`src/rtl/dskif_pkg.sv`:
```
package dskif_pkg;
   // Clock rate and derived counts
   localparam int CLK_MHZ          = 125;
   localparam int CLK_PERIOD_PS    = 8000;
   localparam int STEP_MIN_NS      = 1000;
   localparam int STEP_CYC         = (STEP_MIN_NS * 1000 + CLK_PERIOD_PS - 1) / CLK_PERIOD_PS;
   localparam int DIR_SETUP_NS     = 1000;
   localparam int DIR_CYC          = (DIR_SETUP_NS * 1000 + CLK_PERIOD_PS - 1) / CLK_PERIOD_PS;
   localparam int WGATE_LEAD_NS    = 8000;
   localparam int WGATE_CYC        = (WGATE_LEAD_NS * 1000 + CLK_PERIOD_PS - 1) / CLK_PERIOD_PS;
   localparam int WPULSE_NS        = 250;
   localparam int WPULSE_CYC       = (WPULSE_NS * 1000 + CLK_PERIOD_PS - 1) / CLK_PERIOD_PS;
   localparam int PRECOMP_NS       = 125;
   localparam int PRECOMP_CYC      = (PRECOMP_NS * 1000 + CLK_PERIOD_PS - 1) / CLK_PERIOD_PS;
   localparam int RECAL_MAX_STEPS  = 77;
   localparam int CNT_W            = 11;
   localparam int STEP_W           = 8;

   typedef enum logic [1:0] {
      DSKIF_PC_NONE,
      DSKIF_PC_EARLY,
      DSKIF_PC_LATE
   } dskif_pc_t;

   typedef enum logic [1:0] {
      DSKIF_OP_STEP,
      DSKIF_OP_RECAL,
      DSKIF_OP_SEEK
   } dskif_op_t;
endpackage : dskif_pkg

```
`src/rtl/dskif_step_if.sv`:
```
`timescale 1ns/1ps
// Step request path between sequencer and step pulse generator
interface dskif_step_if;
   logic req;
   logic dir;
   logic busy;
   logic done;
   modport ctl (output req, output dir, input busy, input done);
   modport gen (input req, input dir, output busy, output done);
endinterface : dskif_step_if

```
`src/rtl/dskif_step_gen.sv`:
```
`timescale 1ns/1ps
module dskif_step_gen
   import dskif_pkg::*;
(
   input  wire logic       clock,  // System clock
   input  wire logic       rst_n,  // Async reset
   dskif_step_if.gen       stp,    // Step request
   output logic            step,   // Head-move pulse, active high
   output logic            dir     // Travel direction, high = inward
);
   typedef enum logic [1:0] {SG_IDLE, SG_SETUP, SG_PULSE, SG_HOLD} dskif_sg_t;
   typedef struct packed {
      dskif_sg_t          st;
      logic [CNT_W-1:0]   cnt;
      logic               step;
      logic               dir;
      logic               done;
   } dskif_sgs_t;

   dskif_sgs_t s, next_s;

   always_comb begin
      next_s      = s;
      next_s.done = 1'b0;
      case (s.st)
         SG_IDLE: begin
            if (stp.req) begin
               next_s.dir = stp.dir;
               next_s.cnt = CNT_W'(DIR_CYC - 1);
               next_s.st  = SG_SETUP;
            end
         end
         SG_SETUP: begin
            if (s.cnt == '0) begin
               next_s.step = 1'b1;
               next_s.cnt  = CNT_W'(STEP_CYC - 1);
               next_s.st   = SG_PULSE;
            end else begin
               next_s.cnt = s.cnt - 1'b1;
            end
         end
         SG_PULSE: begin
            if (s.cnt == '0) begin
               next_s.step = 1'b0;
               next_s.cnt  = CNT_W'(DIR_CYC - 1);
               next_s.st   = SG_HOLD;
            end else begin
               next_s.cnt = s.cnt - 1'b1;
            end
         end
         SG_HOLD: begin
            if (s.cnt == '0) begin
               next_s.done = 1'b1;
               next_s.st   = SG_IDLE;
            end else begin
               next_s.cnt = s.cnt - 1'b1;
            end
         end
         default: next_s.st = SG_IDLE;
      endcase
   end

   always_ff @(posedge clock or negedge rst_n) begin
      if (!rst_n) begin
         s <= '0;
      end else begin
         s <= next_s;
      end
   end

   assign step     = s.step;
   assign dir      = s.dir;
   assign stp.busy = (s.st != SG_IDLE);
   assign stp.done = s.done;
endmodule : dskif_step_gen

```
`src/rtl/dskif_wr_gen.sv`:
```
`timescale 1ns/1ps
module dskif_wr_gen
   import dskif_pkg::*;
(
   input  wire logic       clock,   // System clock
   input  wire logic       rst_n,   // Async reset
   input  wire logic       bit_req, // One-cycle request to write a 1
   input  dskif_pc_t       pc,      // Precompensation choice
   output logic            wpulse   // Write pulse, active high
);
   typedef struct packed {
      logic [5:0] dly;
      logic       dly_run;
      logic [5:0] wid;
      logic       wpulse;
   } dskif_wgs_t;

   dskif_wgs_t s, next_s;

   // Nominal delay sits at one precomp step, so early and late both fit
   // Wide enough for two precomp steps; a narrower count wraps to zero
   function automatic logic [5:0] pc_delay(input dskif_pc_t p);
      case (p)
         DSKIF_PC_EARLY: pc_delay = 6'd0;
         DSKIF_PC_LATE:  pc_delay = 6'(2 * PRECOMP_CYC);
         default:        pc_delay = 6'(PRECOMP_CYC);
      endcase
   endfunction : pc_delay

   always_comb begin
      next_s = s;
      if (bit_req && !s.dly_run && !s.wpulse) begin
         next_s.dly     = pc_delay(pc);
         next_s.dly_run = 1'b1;
      end else if (s.dly_run) begin
         if (s.dly == '0) begin
            next_s.dly_run = 1'b0;
            next_s.wpulse  = 1'b1;
            next_s.wid     = 6'(WPULSE_CYC - 1);
         end else begin
            next_s.dly = s.dly - 1'b1;
         end
      end else if (s.wpulse) begin
         if (s.wid == '0) begin
            next_s.wpulse = 1'b0;
         end else begin
            next_s.wid = s.wid - 1'b1;
         end
      end
   end

   always_ff @(posedge clock or negedge rst_n) begin
      if (!rst_n) begin
         s <= '0;
      end else begin
         s <= next_s;
      end
   end

   assign wpulse = s.wpulse;
endmodule : dskif_wr_gen

```
`src/rtl/dskif_top.sv`:
```
`timescale 1ns/1ps
module dskif_top
   import dskif_pkg::*;
#(
   parameter int RECAL_STEPS = RECAL_MAX_STEPS
) (
   input  wire logic             clock,        // 125 MHz system clock
   input  wire logic             rst_n,        // Async reset, active low
   input  wire logic             unit,         // Target drive number
   input  wire logic [1:0]       motor_on,     // Spindle request per drive
   input  wire logic             hd_mode,      // High-density request
   input  wire logic             head_sel,     // Head number request
   input  wire logic             cmd_valid,    // One-cycle command strobe
   input  dskif_pkg::dskif_op_t  cmd_op,       // Command code
   input  wire logic             cmd_dir,      // Direction for single step and seek
   input  wire logic [STEP_W-1:0] cmd_count,   // Step count for seek
   input  wire logic             wr_start,     // Begin write operation
   input  wire logic             wr_stop,      // End write operation
   input  wire logic             wr_bit,       // One-cycle write-a-1 strobe
   input  dskif_pkg::dskif_pc_t  wr_pc,        // Precompensation choice
   input  wire logic             index_pin,    // Index from drive, active high
   input  wire logic             trk0_pin,     // Track zero, active high
   input  wire logic             wprot_pin,    // Write protect, active high
   input  wire logic             rdata_pin,    // Read pulse, active high
   input  wire logic             dchg_pin,     // Media change, active high
   output logic [1:0]            drv_sel,      // Drive select lines
   output logic [1:0]            motor,        // Spindle-run lines
   output logic                  hd_sel,       // Density-choice line
   output logic                  step,         // Head-move line
   output logic                  dir,          // Travel-direction line
   output logic                  head1,        // Head-choice line
   output logic                  wgate,        // Write-gate line
   output logic                  wdata,        // Write-pulse line
   output logic                  busy,         // Command in progress
   output logic                  cmd_done,     // Command finished pulse
   output logic                  equip_chk,    // Recalibrate failed
   output logic                  drv_absent,   // Drive not detected
   output logic                  wr_ready,     // Lead time elapsed
   output logic                  wr_prot,      // Synced write protect
   output logic                  trk0,         // Synced track zero
   output logic                  media_chg,    // Synced media change
   output logic                  index_evt,    // Index leading edge pulse
   output logic                  rd_pulse      // Read pulse leading edge
);
   typedef enum logic [1:0] {ST_IDLE, ST_STEP, ST_WAIT} dskif_st_t;
   typedef struct packed {
      logic [4:0]          s1;
      logic [4:0]          s2;
      logic                idx_d;
      logic                rd_d;
      dskif_st_t           st;
      dskif_op_t           op;
      logic [STEP_W-1:0]   left;
      logic                sdir;
      logic                req;
      logic [1:0]          drv_sel;
      logic [1:0]          motor;
      logic                hd_sel;
      logic                head1;
      logic                wgate;
      logic [CNT_W-1:0]    wcnt;
      logic                wr_ready;
      logic                busy;
      logic                cmd_done;
      logic                equip_chk;
      logic                drv_absent;
      logic                index_evt;
      logic                rd_pulse;
      logic                step;
      logic                dir;
      logic                wdata;
   } dskif_ts_t;

   dskif_ts_t   s, next_s;
   dskif_step_if stp();
   logic        g_step;
   logic        g_dir;
   logic        g_wdata;
   logic        wr_fire;

   dskif_step_gen u_step (
      .clock (clock),
      .rst_n (rst_n),
      .stp   (stp),
      .step  (g_step),
      .dir   (g_dir)
   );

   // Data only reaches the drive once the gate lead has passed
   assign wr_fire = wr_bit & s.wr_ready & s.wgate;

   dskif_wr_gen u_wr (
      .clock   (clock),
      .rst_n   (rst_n),
      .bit_req (wr_fire),
      .pc      (wr_pc),
      .wpulse  (g_wdata)
   );

   assign stp.req = s.req;
   assign stp.dir = s.sdir;

   // Pin bits: index, track zero, protect, read, change
   always_comb begin
      next_s          = s;
      next_s.s1       = {index_pin, trk0_pin, wprot_pin, rdata_pin, dchg_pin};
      next_s.s2       = s.s1;
      next_s.idx_d    = s.s2[4];
      next_s.rd_d     = s.s2[1];
      next_s.req      = 1'b0;
      next_s.cmd_done = 1'b0;
      next_s.step     = g_step;
      next_s.dir      = g_dir;
      next_s.wdata    = g_wdata;
      next_s.index_evt = s.s2[4] & ~s.idx_d;
      next_s.rd_pulse  = s.s2[1] & ~s.rd_d;

      next_s.drv_sel = unit ? 2'b10 : 2'b01;
      next_s.motor   = motor_on;
      next_s.hd_sel  = hd_mode;
      next_s.head1   = head_sel;

      // Gate lead time counter; protected media never gated
      if (wr_stop || s.s2[2]) begin
         next_s.wgate    = 1'b0;
         next_s.wr_ready = 1'b0;
      end else if (wr_start && !s.wgate) begin
         next_s.wgate    = 1'b1;
         next_s.wcnt     = CNT_W'(WGATE_CYC - 1);
         next_s.wr_ready = 1'b0;
      end else if (s.wgate && !s.wr_ready) begin
         if (s.wcnt == '0) begin
            next_s.wr_ready = 1'b1;
         end else begin
            next_s.wcnt = s.wcnt - 1'b1;
         end
      end

      case (s.st)
         ST_IDLE: begin
            if (cmd_valid && !s.wgate) begin
               next_s.busy = 1'b1;
               next_s.op   = cmd_op;
               case (cmd_op)
                  DSKIF_OP_RECAL: begin
                     next_s.equip_chk = 1'b0;
                     next_s.left      = STEP_W'(RECAL_STEPS);
                     next_s.sdir      = 1'b0;
                  end
                  DSKIF_OP_SEEK: begin
                     next_s.left = cmd_count;
                     next_s.sdir = cmd_dir;
                  end
                  default: begin
                     next_s.left = STEP_W'(1);
                     next_s.sdir = cmd_dir;
                  end
               endcase
               next_s.st = ST_STEP;
            end
         end
         ST_STEP: begin
            if (s.op == DSKIF_OP_RECAL && s.s2[3]) begin
               next_s.drv_absent = 1'b0;
               next_s.busy       = 1'b0;
               next_s.cmd_done   = 1'b1;
               next_s.st         = ST_IDLE;
            end else if (s.left == '0) begin
               if (s.op == DSKIF_OP_RECAL) begin
                  // No track zero after full sweep
                  next_s.equip_chk  = 1'b1;
                  next_s.drv_absent = 1'b1;
               end
               next_s.busy     = 1'b0;
               next_s.cmd_done = 1'b1;
               next_s.st       = ST_IDLE;
            end else if (!stp.busy) begin
               // Each step lets the drive clear change
               next_s.req  = 1'b1;
               next_s.left = s.left - 1'b1;
               next_s.st   = ST_WAIT;
            end
         end
         ST_WAIT: begin
            if (stp.done) begin
               next_s.st = ST_STEP;
            end
         end
         default: next_s.st = ST_IDLE;
      endcase
   end

   // All drive lines idle under reset
   always_ff @(posedge clock or negedge rst_n) begin
      if (!rst_n) begin
         s <= '0;
      end else begin
         s <= next_s;
      end
   end

   assign drv_sel    = s.drv_sel;
   assign motor      = s.motor;
   assign hd_sel     = s.hd_sel;
   assign step       = s.step;
   assign dir        = s.dir;
   assign head1      = s.head1;
   assign wgate      = s.wgate;
   assign wdata      = s.wdata;
   assign busy       = s.busy;
   assign cmd_done   = s.cmd_done;
   assign equip_chk  = s.equip_chk;
   assign drv_absent = s.drv_absent;
   assign wr_ready   = s.wr_ready;
   assign wr_prot    = s.s2[2];
   assign trk0       = s.s2[3];
   assign media_chg  = s.s2[0];
   assign index_evt  = s.index_evt;
   assign rd_pulse   = s.rd_pulse;
endmodule : dskif_top

```
`config.mk`:
```
export PLATFORM = sky130hd
export DESIGN_NAME = dskif_top
export DESIGN_NICKNAME = d
export VERILOG_FILES = /design/src/rtl/dskif_pkg.sv /design/src/rtl/dskif_step_if.sv /design/src/rtl/dskif_step_gen.sv /design/src/rtl/dskif_wr_gen.sv /design/src/rtl/dskif_top.sv
export SDC_FILE = /design/constraint.sdc
export NUM_CORES = 1
export LEC_CHECK = 0
export ABC_CLOCK_PERIOD_IN_PS = 2700
export BUFFER_PORTS_ARGS = -buffer_cell sky130_fd_sc_hd__clkbuf_2
export CORE_MARGIN = 2
export CORE_UTILIZATION = 58
export DETAILED_ROUTE_END_ITERATION = 7
export HOLD_SLACK_MARGIN = 0.1
export PLACE_DENSITY_LB_ADDON = 0.12
export SYNTH_ARGS = -nofsm -noshare
export SYNTH_HDL_FRONTEND = slang
export SYNTH_SLANG_ARGS = --single-unit
export TNS_END_PERCENT = 20
```
`constraint.sdc`:
```
create_clock -name clock -period 2.7 [get_ports clock]
set_clock_uncertainty 0.2 [all_clocks]
set_input_delay 0.54 -clock clock [delete_from_list [all_inputs] [get_ports clock]]
set_output_delay 0.54 -clock clock [all_outputs]
set_load 0.05 [all_outputs]
```
After elaboration in Yosys (flattened, before gate mapping)
Cells that the tools add are included.
{"block": "op_classes", "addsub": 5, "eq_ne": 29, "mux": 55, "bitwise": 8, "reduce_logical": 44}
{"op": "13-bit one-hot mux with 4 select lines", "count": 1}
{"op": "11-bit two-way mux", "count": 3}
{"op": "8-bit two-way mux", "count": 4}
{"op": "7-bit two-way mux", "count": 4}
{"op": "13-bit two-way mux", "count": 2}
{"op": "12-bit two-way mux", "count": 2}
{"op": "11-bit zero test", "count": 2}
{"op": "11-bit by 1-bit subtractor with 11-bit output (second input constant)", "count": 2}
{"op": "2-bit two-way mux", "count": 10}
{"op": "2-bit != test (second input constant)", "count": 10}
{"op": "1-bit two-way mux", "count": 19}
{"op": "9-bit one-hot mux with 2 select lines", "count": 1}
{"op": "2-bit nonzero test", "count": 9}
{"op": "8-bit one-hot mux with 2 select lines", "count": 1}
{"op": "3-bit AND reduction", "count": 5}
{"op": "2-bit by 1-bit != test with 1-bit output (second input constant)", "count": 7}
{"op": "6-bit zero test", "count": 2}
{"op": "6-bit two-way mux", "count": 2}
{"op": "6-bit one-hot mux with 2 select lines", "count": 1}
{"op": "2-bit AND reduction", "count": 6}
{"op": "6-bit by 1-bit subtractor with 6-bit output (second input constant)", "count": 2}
{"op": "2-bit by 1-bit equality test with 1-bit output (second input constant)", "count": 5}
{"op": "2-bit equality test (second input constant)", "count": 5}
{"op": "8-bit zero test", "count": 1}
{"op": "other kinds (16)", "count": 35}
{"block": "word_totals", "reg_bits": 84, "output_inout_bits": 20, "wordCells": 175}

Longest topological paths before layout
{"block": "logic_depth", "word_depth": 6, "mapped_depth": 7, "ltp_nobuf": 6}

Modules after synthesis
Synthesis repeated with hierarchy kept, for this count alone.
{"block": "hier_totals", "cells_unflattened": 395, "area_unflattened_um2": 4230.3}
{"mod": "dskif_top", "instances": 1, "cells_per_inst": 218, "area_per_inst_um2": 2504.9, "seq_area_each_um2": 1351.3}
{"mod": "dskif_step_gen", "instances": 1, "cells_per_inst": 94, "area_per_inst_um2": 947.2, "seq_area_each_um2": 400.4}
{"mod": "dskif_wr_gen", "instances": 1, "cells_per_inst": 83, "area_per_inst_um2": 778.2, "seq_area_each_um2": 350.3}

Worst setup path before layout
No wires, ideal clock.
{"block": "synth_timing", "path_type": "register -> register", "startpoint": "reg s, in the netlist wgate", "endpoint": "reg s[31] (netlist bit)", "setup_time_ns": 0.079, "arrival_time_ns": 1.913, "required_time_ns": 2.421, "path_slack_ns": 0.507, "path_stages_with_launch": 6, "path_buffers": 1, "synth_period_minus_slack_ns": 2.193, "cell_sequence": "dfrtp_1 -> buf_2 -> or4b_1 -> a21boi_0 -> a21oi_2 -> mux2i_1"}
{"block": "synth_via", "elab_chain_cells": 4}
{"element": "start: declaration", "line_no": "dskif_top.sv:74", "rtl": "dskif_ts_t s, next_s;"}
{"element": "start signal: assignment", "line_no": "dskif_top.sv:198", "rtl": "s <= next_s;"}
{"element": "1-bit zero test", "line_no": "dskif_top.sv:141", "rtl": "if (cmd_valid && !s.wgate) begin"}
{"element": "1-bit logical AND", "line_no": "dskif_top.sv:141"}
{"element": "2-bit != test (no line)"}
{"element": "5-bit AND reduction (no line)"}
No other way between the ends.
A chain may end at the register's enable or synchronous reset.

Final worst setup path
{"block": "layout_timing", "startpoint": "reg u_step.s[14] (netlist bit)", "endpoint": "reg u_step.s[13] (netlist bit)"}
{"block": "layout_via", "elab_chain_cells": 3, "word_cells_on_any_way": 8, "classes_between": "eq/ne: 5; mux: 1; reduce/logical: 2"}
{"element": "start: declaration", "line_no": "dskif_step_gen.sv:20", "rtl": "dskif_sgs_t s, next_s;"}
{"element": "start signal: assignment", "line_no": "dskif_step_gen.sv:67", "rtl": "s <= next_s;"}
{"element": "2-bit equality test or 2-bit zero test (tied branches)", "line_no": "dskif_step_gen.sv:25", "rtl": "case (s.st)"}
{"element": "2-bit != test (no line)"}
{"element": "2-bit AND reduction (no line)"}
Parallel ways exist; a longest one is shown, timed or not.

==> metrics.cfg <==
[cts]
cts_setup_buffers=0
clock_tree.htree_level_count=3
worst_setup_hold_path_clk_slew_ps=90
tritoncts_clock_tree=yes
longest_clk_path_bufs=2
clock_insertion_delay_worst_skew_ps=360
clk_root_buffer_cell=clkbuf_8
clkSinkCount=84
number_of_buffers_created_by_cts=9

[synthesis]
synth-main-ff-cell=dfrtp_1
synth.yosys.seq_area_share_pct=50.8
synth_async_sr_flop_share_pct=100
mappedNetlistNets=446
synth.lib_cells_used.distinct=67
synth_seq_cells=84
syn-cell-area_um2=4140
syn_inst=401
synth_enable_flop_cells=0
yosys_warnings=0
post_synthesis_mean_instance_area_um2=10.3

[cells_and_area]
mostFrequentLayoutCell=dfrtp_1
final_nets=511
seq_area_um2=2100
area_growth_pct=16.5
n_antenna_cell=0
multi_input_comb_area_um2=1880
mostFrequentLayoutCells=dfrtp_1, clkbuf_2, nand2_1
nFillCells=501
drive_gt1_share_pct=19.3

[floorplanning]
fp.dieH_um=88.5
die-area_um2=7830
rows=30
io_pins=49
floorplan.initialDensity_pct=60.6
die_w_um=88.5
design.core.area_um2=6830

[routing]
drt-wirelength-per-cell_um=14.9
drt-vias-per-instance=5.93
finalWirelength_um=8420
antenna_left=0
first_pass_iters=5
drc=0
drt-initial-drc-count=213
overall_via_count_from_detail_route=3362

[critical_path]
worst_ep_arrival_time_ps=2410
worst-endpoint-required_ps=2780
path_class=reg -> reg
critPathMaxFanout=6
setup.reg_to_reg.worst_slack_ps=380
critPathLaunchType=flop
end_kind=flop

[pwr]
leakagePower_uw=0.00218
power-per-cell-area_nw_per_um2=503
max-vdd-ir-drop_mv=0.382

[sta]
slew_headroom_pct=48.0
postLayoutSetupSlackWorst_ps=376
tns_ps=0
timing.final.crit_share_pct=86.1
final_setup_violation_count=0
slew_violations=0
pin_slew_with_the_least_headroom_to_its_limit_ps=774
period_needed_ps=2320
max_freq_ghz=0.430
grt_setup_unrepaired=false
timing.final.hold_violations=0

[global_route]
first_global_vias=3229
grt_start_max_net_pins=46
grtUsageTotal_pct=23.8
antenna_violations_before_repair=0
overflow=0
wire_length_of_the_first_global_routing_pass_um=14400

[place]
dp.final_hpwl_um=6010
number_of_i_o_port_buffers=48
gp_congestion=0.959
place_ws_ps=403

[run]
drv.max_cap_violation_count=0

[status]
outcome=finished clean

[worst_hold_path]
min_path_type=reg -> reg

[through the flow]
stage                     power, µW  hold slack (ps)  area (µm²)  utilization [%]  instances
after floorplan                1430             44.4        4140                -        401
after global placement         1500              133        4510             66.0        540
after detailed placement       1510              138        4510             66.0        540
after CTS                      2460              162        4820             70.6        567
after global routing           2540              163        4820             70.6        567
final                          2430              159        4820             70.6        567
[timing repair]
action,in CTS,in global routing
hold endpoints to repair,49,0
resized for setup,0,0
hold buffers,11,0
[cells in the mapped netlist (3+ instances only)]
master	instances	area share, %
o32ai_1	3	0.63
o22a_1	3	0.63
o21ai_0	19	2.3
xor2_1	4	0.85
inv_1	23	2.1
nand2b_1	3	0.45
dfrtp_1	84	51
and3_1	3	0.45
nor2b_1	12	1.8
nor3b_1	5	0.91
a21oi_1	20	2.4
o31ai_1	5	0.91
or4_1	7	1.3
nor3_1	12	1.5
o211ai_1	5	0.91
or3_1	7	1.1
a31oi_1	10	1.5
nand3_1	11	1.3
or2_2	5	0.76
o22ai_1	3	0.45
buf_2	3	0.36
nor2_1	24	2.2
buf_4	4	0.73
mux2i_1	5	1.2
ha_1	16	4.8
nor4_1	6	0.91
clkbuf_1	6	0.54
o21a_1	5	0.91
nand2_1	31	2.8
a211oi_1	4	0.73
[path summary, 6_finish.rpt]
| kind | startpoint | end | cells past startpoint |
|---|---|---|---|
| max in group asynchronous | rst_n | u_step.s[14] | 3 |
| worst min register to register | next_s[47] | trk0 | 0 |
| min in group asynchronous | rst_n | s[34] | 2 |
| worst max register to register | u_step.s[14] | u_step.s[13] | 7 |
| worst min-delay path | next_s[47] | trk0 | 0 |
| worst max-delay path | u_step.s[14] | u_step.s[13] | 7 |
[report_power, final]
part	leakage [µW]	internal, µW	switching [µW]
Clock	0.000107	444	489
Sequential	0.00101	1290	24.4
Combinational	0.00106	68.1	114
[layer usage]
layer	part of all wire, %	track usage (%)	wire, µm
met4	2.0	9.92	169
met1	44	30.1	3740
met5	0	0	0
met2	48	39.5	4070
met3	5.2	5.41	435
[layout make-up]
cell class | count | area share [%]
Inverter | 23 | 1.79
Clock buffer | 9 | 2.57
Clock inverter | 7 | 1.69
Sequential cell | 84 | 43.6
Multi-Input combinational cell | 281 | 39.1
Tap cell | 96 | 2.49
Timing Repair Buffer | 67 | 8.82
[logic make-up (layout without fill, tap and decap cells)]
| family | Yosys count | count (layout) | share of synthesized area [%] |
|---|---|---|---|
| and+or+nand+nor | 145 | 145 | 19.6 |
| AOI/OAI and AO/OA | 108 | 108 | 18.2 |
| DFF | 84 | 84 | 50.8 |
| buffers and inverters | 36 | 106 | 3.72 |
| adders and majority gates | 16 | 16 | 4.84 |
| muxes | 7 | 7 | 1.75 |
| xor gates and xnor gates | 5 | 5 | 1.06 |
[flip-flops by register name, summed over array words and instances (netlist names), 2 cells and up]
signal    cells
s            25
u_step.s     13
u_wr.s       13
next_s        7
drv_sel       2
motor         2
[worst max-delay path, cell delays in order (launching register included)]
cell and delay, ps:
dfrtp_1 420, inv_1 100, ha_1 230, nor3_1 80, buf_4 160, a311oi_1 650, a41oi_1 210, a31oi_1 190
(Power assumes the default switching activity.)
